**src/rtl/sadc_pkg.sv**
```systemverilog
// Purpose: shared constants for the converter control block
// Assumes: 40 MHz pclk, 32-bit APB, byte address = 4 * register index
// Notes: register indices are kept; the bus decodes index * 4
//
// Functional notes
// converter-on starts continuous conversions of input
// clearing converter-on (bit 5) stops conversion
// each conversion sets flag bit 7, stores result
// high read or control write clears flag
// input change aborts, clears flag, restarts
// input select is binary index 0..15
// bit 6 picks pclk/4 (0) or pclk/2
// high register shows result bits 9:2
// low register shows bits 1:0, rest zero
// above upper reference reads full scale
// below lower reference reads all zero
// software reads both before next completion
// 10-bit read: poll, low, then high
// 8-bit read: poll, then high only
// software writes reserved bit 4 as zero
// wait mode leaves conversions unchanged
// halt disables; settle time after wakeup
// all registers reset to zero
// no interrupt; completion flag polled only
// fixed converter clock periods per conversion
package sadc_pkg;
	// register indices and byte addresses
	localparam logic [7:0] CSR_IDX = 8'h70;
	localparam logic [7:0] DRH_IDX = 8'h71;
	localparam logic [7:0] DRL_IDX = 8'h72;
	localparam logic [9:0] CSR_ADDR = {CSR_IDX, 2'h0};
	localparam logic [9:0] DRH_ADDR = {DRH_IDX, 2'h0};
	localparam logic [9:0] DRL_ADDR = {DRL_IDX, 2'h0};
	// control/status fields
	localparam int EOC_BIT = 7;
	localparam int SPEED_BIT = 6;
	localparam int ON_BIT = 5;
	localparam int CH_LSB = 0;
	localparam int CH_W = 4;
	localparam logic [7:0] CSR_RESET = 8'h00;
	// result layout
	localparam int RES_W = 10;
	localparam int HI_LSB = 2;
	localparam int LO_W = 2;
	localparam logic [RES_W-1:0] RES_RESET = 10'h000;
	// divider terminal counts: ticks every count+1 pclk cycles
	localparam logic [1:0] DIV_SLOW = 2'h3;
	localparam logic [1:0] DIV_FAST = 2'h1;
	// converter ticks spent sampling before the bit trials
	localparam int SAMPLE_TICKS = 2;
	localparam int CNT_W = 4;
	// timing
	localparam int CLK_PERIOD_NS = 25;
	localparam int SETTLE_NS = 10000;
	localparam int SETTLE_CYC =
		(SETTLE_NS + CLK_PERIOD_NS - 1) / CLK_PERIOD_NS;
	localparam int SETTLE_W = 16;
	// register select codes
	typedef enum logic [1:0] {
		SEL_CSR = 2'h0,
		SEL_DRH = 2'h1,
		SEL_DRL = 2'h2,
		SEL_NONE = 2'h3
	} sadc_sel_e;
endpackage : sadc_pkg

```
**src/rtl/sadc_sar.sv**
```systemverilog
// Purpose: successive approximation sequencer for one conversion loop
// Assumes: cmp_hi is already synchronised; tick is one pclk wide
// Notes: restarts by itself after every result while enabled
module sadc_sar #(
	parameter int RES_W = sadc_pkg::RES_W,
	parameter int SAMPLE_TICKS = sadc_pkg::SAMPLE_TICKS,
	parameter int CNT_W = sadc_pkg::CNT_W
) (
	// clock, reset and enable
	input wire logic pclk,
	input wire logic presetn,
	input wire logic ce,
	// control
	input wire logic enable,
	input wire logic restart,
	input wire logic tick,
	input wire logic cmp_hi,
	// results and analog drive
	output logic done,
	output logic [RES_W-1:0] code,
	output logic sample
);
	typedef enum logic [1:0] {
		S_IDLE = 2'b00,
		S_SAMP = 2'b01,
		S_TRY = 2'b11,
		S_KEEP = 2'b10
	} sadc_sar_e;
	typedef struct packed {
		sadc_sar_e state;
		logic [CNT_W-1:0] cnt;
		logic [RES_W-1:0] code;
		logic done;
		logic sample;
	} sadc_sar_s;
	sadc_sar_s q_ff;
	sadc_sar_s nxt_q;

	always_comb begin
		nxt_q = q_ff;
		nxt_q.done = 1'b0;
		if (!enable) begin
			nxt_q.state = S_IDLE;
			nxt_q.code = '0;
			nxt_q.sample = 1'b0;
		end else if (restart || q_ff.state == S_IDLE) begin
			nxt_q.state = S_SAMP;
			nxt_q.cnt = '0;
			nxt_q.sample = 1'b1;
		end else if (tick) begin
			unique case (q_ff.state)
				S_SAMP: begin
					// fixed tick budget per conversion
					if (q_ff.cnt == CNT_W'(SAMPLE_TICKS - 1)) begin
						nxt_q.state = S_TRY;
						nxt_q.sample = 1'b0;
						nxt_q.cnt = CNT_W'(RES_W - 1);
						nxt_q.code = '0;
						nxt_q.code[RES_W-1] = 1'b1;
					end else begin
						nxt_q.cnt = q_ff.cnt + 1'b1;
					end
				end
				// one tick lets the comparator settle on the trial
				S_TRY: nxt_q.state = S_KEEP;
				S_KEEP: begin
					// saturates to all ones or zeros, see R10
					nxt_q.code[q_ff.cnt] = cmp_hi;
					if (q_ff.cnt == '0) begin
						nxt_q.done = 1'b1;
						nxt_q.state = S_SAMP;
						nxt_q.sample = 1'b1;
					end else begin
						nxt_q.cnt = q_ff.cnt - 1'b1;
						nxt_q.code[q_ff.cnt - 1'b1] = 1'b1;
						nxt_q.state = S_TRY;
					end
				end
				S_IDLE: nxt_q.state = S_SAMP;
			endcase
		end
	end

	always_ff @(posedge pclk or negedge presetn) begin
		if (!presetn) begin
			q_ff <= '0;
		end else if (ce) begin
			q_ff <= nxt_q;
		end
	end

	assign done = q_ff.done;
	assign code = q_ff.code;
	assign sample = q_ff.sample;
endmodule : sadc_sar

```
**src/rtl/sadc_ctrl.sv**
```systemverilog
// Purpose: APB control, status and result registers of the converter
// Assumes: cmp_hi_async is asynchronous; halt_mode is on pclk
// Notes: one-cycle access phase; unmapped addresses answer pslverr
//
// The implementer's own choice: the APB interface to the registers.
module sadc_ctrl #(
	parameter int ADDR_W = 12,
	parameter int SETTLE_CYC = sadc_pkg::SETTLE_CYC
) (
	// clock, reset and enable
	input wire logic pclk,
	input wire logic presetn,
	input wire logic ce,
	// apb slave
	input wire logic psel,
	input wire logic penable,
	input wire logic pwrite,
	input wire logic [ADDR_W-1:0] paddr,
	input wire logic [31:0] pwdata,
	input wire logic [3:0] pstrb,
	output logic [31:0] prdata,
	output logic pready,
	output logic pslverr,
	// power management
	input wire logic halt_mode,
	input wire logic wait_mode,
	// analog front end
	input wire logic cmp_hi_async,
	output logic analog_power,
	output logic [sadc_pkg::CH_W-1:0] input_select,
	output logic [sadc_pkg::RES_W-1:0] dac_code,
	output logic sample_hold
);
	typedef struct packed {
		logic cmp_meta;
		logic cmp_sync;
		logic eoc;
		logic speed;
		logic on;
		logic [sadc_pkg::CH_W-1:0] ch;
		logic [sadc_pkg::RES_W-1:0] res;
		logic [1:0] div;
		logic [sadc_pkg::SETTLE_W-1:0] settle;
		logic [31:0] prdata;
		logic pready;
		logic pslverr;
		logic power;
	} sadc_ctrl_s;

	localparam logic [sadc_pkg::SETTLE_W-1:0] SETTLE_LOAD =
		sadc_pkg::SETTLE_W'(SETTLE_CYC);

	sadc_ctrl_s q_ff;
	sadc_ctrl_s nxt_q;

	// address decode shared by the setup and access phases
	function automatic sadc_pkg::sadc_sel_e reg_sel(
		input logic [ADDR_W-1:0] addr
	);
		logic [9:0] low;
		low = addr[9:0];
		if (addr[ADDR_W-1:10] != '0) begin
			reg_sel = sadc_pkg::SEL_NONE;
		end else if (low == sadc_pkg::CSR_ADDR) begin
			reg_sel = sadc_pkg::SEL_CSR;
		end else if (low == sadc_pkg::DRH_ADDR) begin
			reg_sel = sadc_pkg::SEL_DRH;
		end else if (low == sadc_pkg::DRL_ADDR) begin
			reg_sel = sadc_pkg::SEL_DRL;
		end else begin
			reg_sel = sadc_pkg::SEL_NONE;
		end
	endfunction : reg_sel

	sadc_pkg::sadc_sel_e sel;
	logic setup;
	logic access;
	logic csr_wr;
	logic drh_rd;
	logic restart;
	logic sar_en;
	logic tick;
	logic sar_done;
	logic [sadc_pkg::RES_W-1:0] sar_code;
	logic sar_sample;
	logic [1:0] div_max;
	logic [sadc_pkg::CH_W-1:0] wr_ch;
	logic wr_on;

	assign sel = reg_sel(paddr);
	assign setup = psel && !penable;
	assign access = psel && penable && q_ff.pready;
	assign csr_wr = access && pwrite && pstrb[0] &&
		sel == sadc_pkg::SEL_CSR;
	assign drh_rd = access && !pwrite && sel == sadc_pkg::SEL_DRH;
	assign wr_ch = pwdata[sadc_pkg::CH_LSB +: sadc_pkg::CH_W];
	assign wr_on = pwdata[sadc_pkg::ON_BIT];

	// a new input while running aborts the conversion
	assign restart = csr_wr && q_ff.on && wr_on && wr_ch != q_ff.ch;

	// wait_mode is not used: wait leaves the converter running
	// halt and the settling window gate the converter
	assign sar_en = q_ff.on && !halt_mode &&
		q_ff.settle == '0;

	// converter clock tick
	assign div_max = q_ff.speed ? sadc_pkg::DIV_FAST :
		sadc_pkg::DIV_SLOW;
	assign tick = sar_en && !restart && q_ff.div == div_max;

	always_comb begin
		nxt_q = q_ff;

		// comparator crosses in from the analog side
		nxt_q.cmp_meta = cmp_hi_async;
		nxt_q.cmp_sync = q_ff.cmp_meta;

		// apb answer is prepared in the setup phase
		nxt_q.pready = setup;
		nxt_q.pslverr = 1'b0;
		nxt_q.prdata = '0;
		if (setup) begin
			unique case (sel)
				sadc_pkg::SEL_CSR: begin
					// reserved bit 4 always reads zero
					nxt_q.prdata[sadc_pkg::EOC_BIT] = q_ff.eoc;
					nxt_q.prdata[sadc_pkg::SPEED_BIT] = q_ff.speed;
					nxt_q.prdata[sadc_pkg::ON_BIT] = q_ff.on;
					nxt_q.prdata[sadc_pkg::CH_LSB +: sadc_pkg::CH_W] =
						q_ff.ch;
				end
				sadc_pkg::SEL_DRH: begin
					nxt_q.prdata[7:0] =
						q_ff.res[sadc_pkg::RES_W-1:sadc_pkg::HI_LSB];
				end
				sadc_pkg::SEL_DRL: begin
					nxt_q.prdata[sadc_pkg::LO_W-1:0] =
						q_ff.res[sadc_pkg::LO_W-1:0];
				end
				sadc_pkg::SEL_NONE: nxt_q.pslverr = 1'b1;
			endcase
		end

		// register writes take effect at the access edge
		if (csr_wr) begin
			nxt_q.speed = pwdata[sadc_pkg::SPEED_BIT];
			nxt_q.on = wr_on;
			nxt_q.ch = wr_ch;
			nxt_q.eoc = 1'b0;
		end
		if (drh_rd) begin
			nxt_q.eoc = 1'b0;
		end

		// completion is last so a same-cycle clear loses
		// only the polled flag reports completion
		if (sar_done) begin
			nxt_q.eoc = 1'b1;
			nxt_q.res = sar_code;
		end

		// divider restarts with every conversion start
		if (!sar_en || restart || tick) begin
			nxt_q.div = '0;
		end else begin
			nxt_q.div = q_ff.div + 1'b1;
		end

		// settling window after leaving halt
		if (halt_mode) begin
			nxt_q.settle = SETTLE_LOAD;
		end else if (q_ff.settle != '0) begin
			nxt_q.settle = q_ff.settle - 1'b1;
		end

		nxt_q.power = nxt_q.on && !halt_mode;
	end

	// everything, results included, clears to zero
	always_ff @(posedge pclk or negedge presetn) begin
		if (!presetn) begin
			q_ff <= '0;
		end else if (ce) begin
			q_ff <= nxt_q;
		end
	end

	sadc_sar #(
		.RES_W(sadc_pkg::RES_W),
		.SAMPLE_TICKS(sadc_pkg::SAMPLE_TICKS),
		.CNT_W(sadc_pkg::CNT_W)
	) u_sar (
		.pclk(pclk),
		.presetn(presetn),
		.ce(ce),
		.enable(sar_en),
		.restart(restart),
		.tick(tick),
		.cmp_hi(q_ff.cmp_sync),
		.done(sar_done),
		.code(sar_code),
		.sample(sar_sample)
	);

	assign prdata = q_ff.prdata;
	assign pready = q_ff.pready;
	assign pslverr = q_ff.pslverr;
	assign analog_power = q_ff.power;
	assign input_select = q_ff.ch;
	assign dac_code = sar_code;
	assign sample_hold = sar_sample;
endmodule : sadc_ctrl

```
**config.mk**
```make
export PLATFORM = sky130hd
export DESIGN_NAME = sadc_ctrl
export DESIGN_NICKNAME = d
export VERILOG_FILES = /design/src/rtl/sadc_pkg.sv /design/src/rtl/sadc_sar.sv /design/src/rtl/sadc_ctrl.sv
export SDC_FILE = /design/constraint.sdc
export NUM_CORES = 1
export LEC_CHECK = 0
export BUFFER_PORTS_ARGS = -buffer_cell sky130_fd_sc_hd__buf_2
export CAP_MARGIN = 20
export CORE_MARGIN = 1
export CORE_UTILIZATION = 50
export CTS_CLUSTER_SIZE = 8
export DETAILED_ROUTE_END_ITERATION = 10
export PLACE_DENSITY_LB_ADDON = 0.1
export RECOVER_POWER = 50
export SYNTH_ARGS = -nofsm -noshare
export SYNTH_HDL_FRONTEND = slang
export SYNTH_SLANG_ARGS = --single-unit
```
**constraint.sdc**
```tcl
create_clock -name pclk -period 5.3 [get_ports pclk]
set_input_delay 0.795 -clock pclk [delete_from_list [all_inputs] [get_ports pclk]]
set_output_delay 0.795 -clock pclk [all_outputs]
set_load 0.01 [all_outputs]
```
==> results of run 1 <==
-- cells by family (layout without fill, tap and decap cells) --
group	Yosys count	count (layout)	share of synthesized area
and+or+nand+nor	144	144	0.1955
buffers and inverters	85	86	0.1192
other	1	24	0.0008862
DFF	66	66	0.3903
xor gates and xnor gates	15	15	0.03105
muxes	23	23	0.05884
adders and majority gates	6	6	0.01774
AOI/OAI and AO/OA	114	114	0.1866
-- metal layers --
layer | vias up | wire (µm) | share of wire
met1 | 1688 | 4577 | 0.46
met2 | 108 | 4578 | 0.46
met4 | 0 | 172 | 0.017
met3 | 12 | 529 | 0.054
met5 | - | 0 | 0
li1 | 1646 | - | -
-- report_power, final --
| part | switching [W] | total, W | leakage [nW] | internal (W) |
|---|---|---|---|---|
| registers | 0.0000227 | 0.000548 | 0.895 | 0.000526 |
| logic | 0.0000912 | 0.000141 | 0.953 | 0.0000496 |
| clock network | 0.000213 | 0.000477 | 0.105 | 0.000264 |
-- sequential cells by signal, indices dropped and copies added, names as in the netlist --
name          cells
analog_power      1
input_select      4
nxt_q             1
prdata            8
pready            1
pslverr           1
q_ff             32
u_sar.code       10
u_sar.done        1
u_sar.q_ff        6
u_sar.sample      1
-- placed cells by master (no fill, tap or decap), types with 9 or more instances in the layout --
cell type,n
clkbuf_8,9
o31ai_1,9
o2bb2ai_1,13
a21oi_1,19
inv_1,16
nand2_1,29
conb_1,24
mux2_2,15
a31oi_1,9
xnor2_1,10
dfrtp_1,66
clkbuf_1,12
o21ai_0,16
nand3_1,15
buf_2,40
nor2_1,22
-- layout make-up --
type | count | share of cell area
Tap cell | 105 | 0.02933
Multi-Input combinational cell | 326 | 0.4827
Inverter | 17 | 0.01425
Clock buffer | 9 | 0.02765
Timing Repair Buffer | 53 | 0.05642
Clock inverter | 7 | 0.02095
Sequential cell | 66 | 0.3687
-- per-stage QoR --
stage	area, µm²	total power (W)	hold WS [ps]
after floorplan	4318	0.0006641	449.6
final	4479	0.001166	493.7
after global placement	4277	0.0006962	467.1
after global routing	4479	0.001221	512.1
after CTS	4494	0.001171	491.6
after detailed placement	4277	0.0006994	473.5
-- worst paths after layout --
path                            cells past startpoint                  from                   endpoint  slack, ps
worst max-delay path                                5                    ce      prdata[5]$_DFFE_PN0P_       1870
worst min-delay path                                1   pslverr$_DFFE_PN0P_        pslverr$_DFFE_PN0P_        490
worst max register to register                      5  q_ff[42]$_DFFE_PN0P_  u_sar.code[9]$_DFFE_PN0P_       2500
worst min register to register                      1   pslverr$_DFFE_PN0P_        pslverr$_DFFE_PN0P_        490
max in group asynchronous                           2               presetn       q_ff[36]$_DFFE_PN0P_       4120
min in group asynchronous                           2               presetn      prdata[3]$_DFFE_PN0P_        630
==> results.json, run 1 <==
{
  "antenna_found_initial": 0,
  "num_vias": 3454,
  "p_leak_nw": 1.953,
  "wirelength_mm": 9.859,
  "finClkSkew_ps": 10.50,
  "yosysTopAreaCellShare": 0.3903,
  "synth.area.top_cells": "dfrtp_1 39%, buf_4 8.2%, mux2_2 4.0%",
  "dp_slack_ps": 2069,
  "overflow": 0,
  "clock_latency_ps": 340,
  "synth.most_common_cell": "dfrtp_1",
  "setup_viol": 0,
  "use_met3": 0.05097,
  "clockBufferDepth": 2,
  "cts_hold_repair.buffers": 0,
  "ir_worst_vdd_uv": 134.1,
  "ys_async_sr_fraction": 1.000,
  "coreArea_um2": 8217,
  "cp-start-kind": "input port",
  "drc": 0,
  "rsz0062_at_grt": "false",
  "crit_buf_inv": 2,
  "tightest_slew_ps": 1310,
  "relSlewSlack": 0.1268,
  "place_inst": 567,
  "grt_pass1_vias": 3180,
  "dieArea_um2": 8835,
  "path_delay_family": "buffers and inverters",
  "post_drt_wl_per_cell_um": 16.91,
  "final_max_slew_viol_count": 0,
  "first_pass_iters": 5,
  "min_period_ps": 3431,
  "clkTransAtPathRegs_ps": 80,
  "syn_avg_cell_area_um2": 9.321,
  "ant_nets": 0,
  "path_cells": "clkbuf_1, clkinv_1, nor3b_1, nand2_1, o2bb2ai_1",
  "cap_violations": 0,
  "numCtsBuffers": 9,
  "grt.busiest_layer": "met2",
  "crit_path_max_incr_delay_ps": 930,
  "cp_slowest_cell": "clkbuf_1",
  "dp_hpwl_mm": 6.877,
  "final_core_util": 0.5452,
  "ff_latch_area_um2": 1652,
  "fp.dieW_um": 94.00,
  "ys.flop_type": "dfrtp_1",
  "stdcell_count": 583,
  "met1_usage": 0.3254,
  "synthTopCellsByCount": "66 x dfrtp_1, 46 x buf_4, 29 x nand2_1",
  "gr-usage-all-layers": 0.2403,
  "grt_pass1_wl_mm": 16.05,
  "num-fill-cells": 765,
  "cts_tree": "built",
  "multi_input_area_um2": 2162,
  "hold_viol": 0,
  "worstHoldPathType": "register to register",
  "rows": 33,
  "ys_seq_area_frac": 0.3903,
  "die_h_um": 94.00,
  "via_per_inst": 5.925,
  "start_util": 0.5150,
  "yosys.cell_types.count": 67,
  "cp_max_fo": 30,
  "gp_congestion": 0.9281,
  "synth_warnings": 0,
  "crit_path_end_kind": "register",
  "synth_seq_cells": 66,
  "netlist_area_um2": 4232,
  "fin_ws_ps": 1869,
  "cts.sink_count": 66,
  "synth_edf_count": 0,
  "fin_tns_setup_ps": 0,
  "met2_usage": 0.3863,
  "drt_first_iter_violations": 260,
  "cts_setup_buffers": 0,
  "critical_path_class": "input port to register",
  "max_freq_mhz": 291.5,
  "io-pin-count": 107,
  "synth_cells": 454,
  "portBuffers": 52,
  "cts_resized": 0,
  "antenna_cells": 0,
  "cts-root-buf": "clkbuf_8",
  "power_density_nw_per_um2": 260.4,
  "layout-drive-gt1-share": 0.1799,
  "crit_required_ps": 5560,
  "nets": 536,
  "grt_max_degree": 67,
  "status": "complete, no violations",
  "period_share": 0.6473,
  "yosysTopAreaCell": "dfrtp_1",
  "cp_data_arrival_time_ps": 3690,
  "htreeDepth": 3,
  "area_delta_synth_final_pct": 5.855
}
No activity file was read; power rests on OpenSTA's default activity.
==> run 2, diff against run 1 <==
ABC_AREA = 1   (was default)
CORE_UTILIZATION = 49   (was 50)
clock period = 2.85 ns   (was 5.3 ns; I/O delays follow)
==> run 2 against run 1 <==
Net effect: register-to-register slack got worse by 2000 ps; final cell count increased by 22%; critical path type is now register to register; combinational power increased by 70%; clock skew decreased by 1.6 ps; synthesized area increased by 1.5%; die area increased by 3.5%; worst setup slack got worse by 1300 ps; sequential share of layout area decreased by 0.74 points; design area increased by 2.0%; non-clock buffer count increased by 3; core utilization increased by 0.29 points; largest power group unchanged; critical path depth increased by 7.
==> results.json, run 2 <==
{
  "status": "complete, no violations",
  "ant_nets": 0,
  "antenna_cells": 0,
  "dp_hpwl_mm": 6.935,
  "cts_resized": 0,
  "period_share": 0.8071,
  "crit_buf_inv": 1,
  "ff_latch_area_um2": 1652,
  "p_sw_w": 0.0005501,
  "combPwrFrac": 0.119,
  "stdcell_count": 712,
  "synth.area.top_cells": "dfrtp_1 38%, nand2_1 12%, buf_4 8.0%",
  "intPower_w": 0.001461,
  "tightest_slew_ps": 1458,
  "start_util": 0.5152,
  "post_drt_wl_per_cell_um": 12.71,
  "cp_data_arrival_time_ps": 2580,
  "switching_share": 0.2735,
  "synthTopCellsByCount": "140 x nand2_1, 66 x dfrtp_1, 65 x inv_1",
  "whs_path_depth": 3,
  "area_delta_synth_final_pct": 6.377,
  "path_cells": "inv_1, ha_1, nand3_2, nor3_2, nand2_2, nor2_4, nand3_1, nand2_1, nand2_2, nor2_4, nand2_1, nand2_1",
  "max_freq_mhz": 434.8,
  "first_pass_iters": 5,
  "synth.most_common_cell": "nand2_1",
  "synth_seq_cells": 66,
  "clock_latency_ps": 340,
  "finClkSkew_ps": 8.857,
  "mostFrequentLayoutCells": "140 x nand2_1, 66 x dfrtp_1, 65 x inv_1, 51 x nor2_1, 46 x buf_2",
  "relSlewSlack": 0.02808,
  "drt_first_iter_violations": 132,
  "drc": 0,
  "syn_avg_cell_area_um2": 7.551,
  "hold_viol": 0,
  "crit_path_end_kind": "register",
  "rows": 33,
  "grt_max_degree": 29,
  "worstHoldPathType": "input port to register",
  "portBuffers": 52,
  "p_clk_frac": 0.383,
  "wirelength_mm": 9.050,
  "cp_slowest_cell": "dfrtp_1",
  "cp.depth": 12,
  "overflow": 0,
  "ys_async_sr_fraction": 1.000,
  "fin_tns_setup_ps": 0,
  "fp.dieW_um": 95.64,
  "yosysTopAreaCellShare": 0.3844,
  "power_density_nw_per_um2": 440.1,
  "yosysTopAreaCell": "dfrtp_1",
  "nets": 666,
  "numCtsBuffers": 9,
  "cp_common_cell": "nand2_1",
  "final_max_slew_viol_count": 0,
  "timing.hold.ws_ps": 313.6,
  "dp_slack_ps": 565.7,
  "seqPwrFrac": 0.498,
  "clockBufferDepth": 2,
  "synth_edf_count": 0,
  "cap_violations": 0,
  "gp_congestion": 0.8640,
  "final_core_util": 0.5480,
  "cts.sink_count": 66,
  "io-pin-count": 107,
  "ys.flop_type": "dfrtp_1",
  "worst_r2r_path_depth": 12,
  "grt_pass1_vias": 3320,
  "cp-start-kind": "register",
  "synth_warnings": 0,
  "clkTransAtPathRegs_ps": 70,
  "num_vias": 3627,
  "dieArea_um2": 9147,
  "cts_hold_repair.buffers": 0,
  "crit_path_max_incr_delay_ps": 360,
  "final_common_cell": "nand2_1",
  "ir_worst_vdd_uv": 267.8,
  "p_leak_nw": 2.295,
  "num-fill-cells": 809,
  "largest_reg_flops": 32,
  "max_flop_register": "q_ff",
  "via_per_inst": 5.094,
  "path_delay_family": "simple AND/OR/NAND/NOR gates",
  "gr-usage-all-layers": 0.2156,
  "fin_ws_ps": 549.9,
  "cts-root-buf": "clkbuf_8",
  "ys_seq_area_frac": 0.3844,
  "critical_path_class": "register to register",
  "coreArea_um2": 8341,
  "place_inst": 697,
  "netlist_area_um2": 4297,
  "htreeDepth": 3,
  "cts_setup_buffers": 0,
  "layout-drive-gt1-share": 0.1598,
  "grt_pass1_wl_mm": 15.09,
  "cts_tree": "built",
  "rsz0062_at_grt": "false",
  "min_period_ps": 2300,
  "yosys.cell_types.count": 42,
  "die_h_um": 95.64,
  "crit_required_ps": 3130,
  "synth_cells": 569,
  "cp_max_fo": 12,
  "setup_viol": 0,
  "multi_input_area_um2": 2083,
  "antenna_found_initial": 0
}
[run 2: cell types whose count changed after synthesis, moves of 8 or more]
| cell | change |
|---|---|
| mux2i_1 | -8 |
| nor2_1 | +29 |
| mux2_2 | -9 |
| clkbuf_1 | -11 |
| nand2_1 | +111 |
| inv_1 | +49 |
| o21ai_1 | -8 |
| nand3_1 | +15 |
| nor3_2 | +8 |
| o2bb2ai_1 | -13 |
| o21ai_0 | +20 |
| a31oi_1 | -8 |
[run 2: kinds of logic after synthesis]
| group | count (synthesis) | share of synthesized area |
|---|---|---|
| AOI/OAI and AO/OA | 87 | 0.1176 |
| other | 1 | 0.0008728 |
| adders and majority gates | 6 | 0.01747 |
| and+or+nand+nor | 274 | 0.2988 |
| DFF | 66 | 0.3844 |
| xor gates and xnor gates | 7 | 0.01427 |
| buffers and inverters | 122 | 0.1508 |
| muxes | 6 | 0.01572 |
[run 2: worst paths after layout]
path / startpoint / end / slack (ps)
worst max register to register: q_ff[35]$_DFFE_PN0P_ / u_sar.code[7]$_DFFE_PN0P_ / 550
worst min register to register: q_ff[62]$_DFFE_PN0P_ / q_ff[62]$_DFFE_PN0P_ / 470
max in group asynchronous: presetn / u_sar.code[9]$_DFFE_PN0P_ / 710
min in group asynchronous: presetn / prdata[3]$_DFFE_PN0P_ / 420
worst min-delay path: cmp_hi_async / nxt_q[70]$_DFFE_PN0P_ / 310
worst max-delay path: q_ff[35]$_DFFE_PN0P_ / u_sar.code[7]$_DFFE_PN0P_ / 550
[run 2: cell type report]
class	count	share of cell area
clock inverters	3	0.008760
inverters	66	0.05420
clock buffers	12	0.03175
repair buffers	56	0.05940
multi-input cells	404	0.4558
well taps	105	0.02874
flip-flops and latches	66	0.3613
[run 2: layer usage]
metal  vias to the layer above  global-route usage  wire length, µm
met5                         -                   0                0
met4                         0             0.07960              151
met3                        13             0.03349              343
met2                        86              0.3667             4215
met1                      1692              0.2753             4339
li1                       1836                   -                -
[run 2: tightest hold or removal path, stage by stage]
cell,delay (ps)
buf_2,90
nand2_1,50
nand2_1,50
[run 2: power by group through the flow]
stage / combinational, W / sequential (W) / clock [W]
global route: 0.000279 / 0.00100 / 0.000840
CTS: 0.000244 / 0.00100 / 0.000795
global placement: 0.000239 / 0.00102 / 0
detailed placement: 0.000244 / 0.00102 / 0
floorplan: 0.000187 / 0.00101 / 0
finish: 0.000239 / 0.00100 / 0.000771
[run 2: per-stage QoR]
step	area (µm²)	power, W
final	4571	0.002012
after global routing	4571	0.002124
after CTS	4589	0.002040
after detailed placement	4404	0.001262
after global placement	4404	0.001256
after floorplan	4383	0.001199
==> run 3, diff against run 2 <==
CORE_UTILIZATION = 50   (was 49)
clock period = 2.4 ns   (was 2.85 ns; I/O delays follow)
==> run 3 against run 2 <==
Net effect: the flow now finishes with violations (max-capacitance violations, max-slew violations); sequential share of layout area decreased by 0.16 points; via count grew 0.28%; largest power group unchanged; final cell count grew 0.28%; total power up 20%; largest cell class unchanged.
==> results.json, run 3 (synthesized netlist as in run 2, its figures left out) <==
{
  "cp_max_fo": 9,
  "antenna_cells": 0,
  "start_util": 0.5203,
  "die_h_um": 94.70,
  "worstHoldPathType": "input port to register",
  "cp-start-kind": "register",
  "period_share": 0.8836,
  "num_vias": 3637,
  "crit_buf_inv": 3,
  "clock_latency_ps": 350,
  "cap_violations": 1,
  "grt_max_degree": 67,
  "fp.dieW_um": 94.70,
  "antenna_found_initial": 0,
  "grt_pass1_vias": 3291,
  "grt_pass1_wl_mm": 15.61,
  "cts_setup_buffers": 0,
  "min_period_ps": 2121,
  "first_pass_iters": 5,
  "io-pin-count": 107,
  "num-fill-cells": 824,
  "crit_path_end_kind": "register",
  "cts-root-buf": "clkbuf_8",
  "ir_worst_vdd_uv": 440.7,
  "via_per_inst": 5.094,
  "relSlewSlack": -0.1027,
  "violations": "max-capacitance violations, max-slew violations",
  "dp_hpwl_mm": 6.885,
  "dp_slack_ps": 304.0,
  "cts_tree": "built",
  "numCtsBuffers": 9,
  "area_delta_synth_final_pct": 6.843,
  "status": "finished, violations left",
  "coreArea_um2": 8258,
  "mostFrequentLayoutCells": "140 x nand2_1, 66 x dfrtp_1, 65 x inv_1, 51 x nor2_1, 48 x buf_2",
  "setup_viol": 0,
  "cp_data_arrival_time_ps": 2360,
  "wirelength_mm": 9.298,
  "post_drt_wl_per_cell_um": 13.02,
  "power_density_nw_per_um2": 524.8,
  "cp_common_cell": "nand2_1",
  "clkTransAtPathRegs_ps": 80,
  "p_leak_nw": 2.310,
  "drc": 0,
  "cts.sink_count": 66,
  "final_max_slew_viol_count": 67,
  "fin_tns_setup_ps": 0,
  "crit_required_ps": 2640,
  "timing.hold.ws_ps": 243.8,
  "max_flop_register": "q_ff",
  "layout-drive-gt1-share": 0.1708,
  "tightest_slew_ps": 1654,
  "power_w": 0.002409,
  "max_freq_mhz": 471.6,
  "final_common_cell": "nand2_1",
  "cts_resized": 0,
  "htreeDepth": 3,
  "crit_path_max_incr_delay_ps": 410,
  "rsz0062_at_grt": "false",
  "finClkSkew_ps": 10.99,
  "largest_reg_flops": 32,
  "path_delay_family": "simple AND/OR/NAND/NOR gates",
  "path_cells": "inv_1, ha_1, nand3_2, nor3_2, nand2_2, nor2_4, buf_4, nand2_1, nand2_1, inv_1, nand2_2, nand2_1, nand2_1, nand2_1",
  "dieArea_um2": 8968,
  "drt_first_iter_violations": 154,
  "cp_slowest_cell": "dfrtp_1",
  "clockBufferDepth": 2,
  "gp_congestion": 0.8674,
  "hold_viol": 0,
  "nets": 667,
  "rows": 33,
  "gr-usage-all-layers": 0.2247,
  "overflow": 0,
  "critical_path_class": "register to register",
  "fin_ws_ps": 279.4,
  "ant_nets": 0,
  "portBuffers": 52,
  "cts_hold_repair.buffers": 0
}
-- run 3: changes by cell type in the layout (fill, tap and decap cells not counted) --
cell | before | now
clkbuf_1 | 11 | 6
clkinvlp_4 | 0 | 2
buf_4 | 1 | 4
buf_2 | 46 | 48
clkbuf_8 | 10 | 9
clkbuf_2 | 0 | 1
-- run 3: power breakdown --
part / leakage [nW] / internal, W / total [W] / switching [W]
registers: 0.891 / 0.00115 / 0.00119 / 0.0000367
clock network: 0.0893 / 0.000477 / 0.000926 / 0.000449
logic: 1.33 / 0.0000906 / 0.000295 / 0.000204
-- run 3: worst register-to-register path, delay by kind of cell, from the launching register on --
family | cells | cell delay (ps)
buffers and inverters | 3 | 330
and+or+nand+nor | 10 | 1110
adders and majority gates | 1 | 180
DFF | 1 | 410
-- run 3: cell type report --
| cell class | count | area [µm²] | area share |
|---|---|---|---|
| Clock inverter | 5 | 55.05 | 0.01199 |
| Multi-Input combinational cell | 404 | 2083 | 0.4538 |
| Inverter | 66 | 247.7 | 0.05397 |
| Clock buffer | 11 | 131.4 | 0.02862 |
| Tap cell | 105 | 131.4 | 0.02862 |
| Sequential cell | 66 | 1652 | 0.3598 |
| Timing Repair Buffer | 57 | 290.3 | 0.06323 |
-- run 3: metrics by stage --
stage	area [µm²]	cells	util
after CTS	4611	714	0.5583
after global routing	4591	714	0.5559
after floorplan	4383	592	-
after detailed placement	4424	698	0.5358
after global placement	4424	698	0.5358
final	4591	714	0.5559
-- run 3: layer usage --
| layer | wire length [µm] | vias up | GRT usage | share of wire |
|---|---|---|---|---|
| met5 | 0 | - | 0 | 0 |
| met4 | 93 | 0 | 0.05808 | 0.010 |
| met3 | 388 | 12 | 0.04106 | 0.042 |
| met2 | 4447 | 84 | 0.3657 | 0.48 |
| met1 | 4369 | 1693 | 0.3075 | 0.47 |
| li1 | - | 1848 | - | - |
-- run 3: path summary, 6_finish.rpt --
kind	start	to	slack, ps	depth (start not counted)
worst min register to register	q_ff[62]$_DFFE_PN0P_	q_ff[62]$_DFFE_PN0P_	490	2
min in group asynchronous	presetn	input_select[3]$_DFFE_PN0P_	510	2
worst max register to register	q_ff[36]$_DFFE_PN0P_	u_sar.q_ff[16]$_DFFE_PN0P_	280	14
worst max-delay path	q_ff[36]$_DFFE_PN0P_	u_sar.q_ff[16]$_DFFE_PN0P_	280	14
worst min-delay path	cmp_hi_async	nxt_q[70]$_DFFE_PN0P_	240	3
max in group asynchronous	presetn	pready$_DFFE_PN0P_	890	2
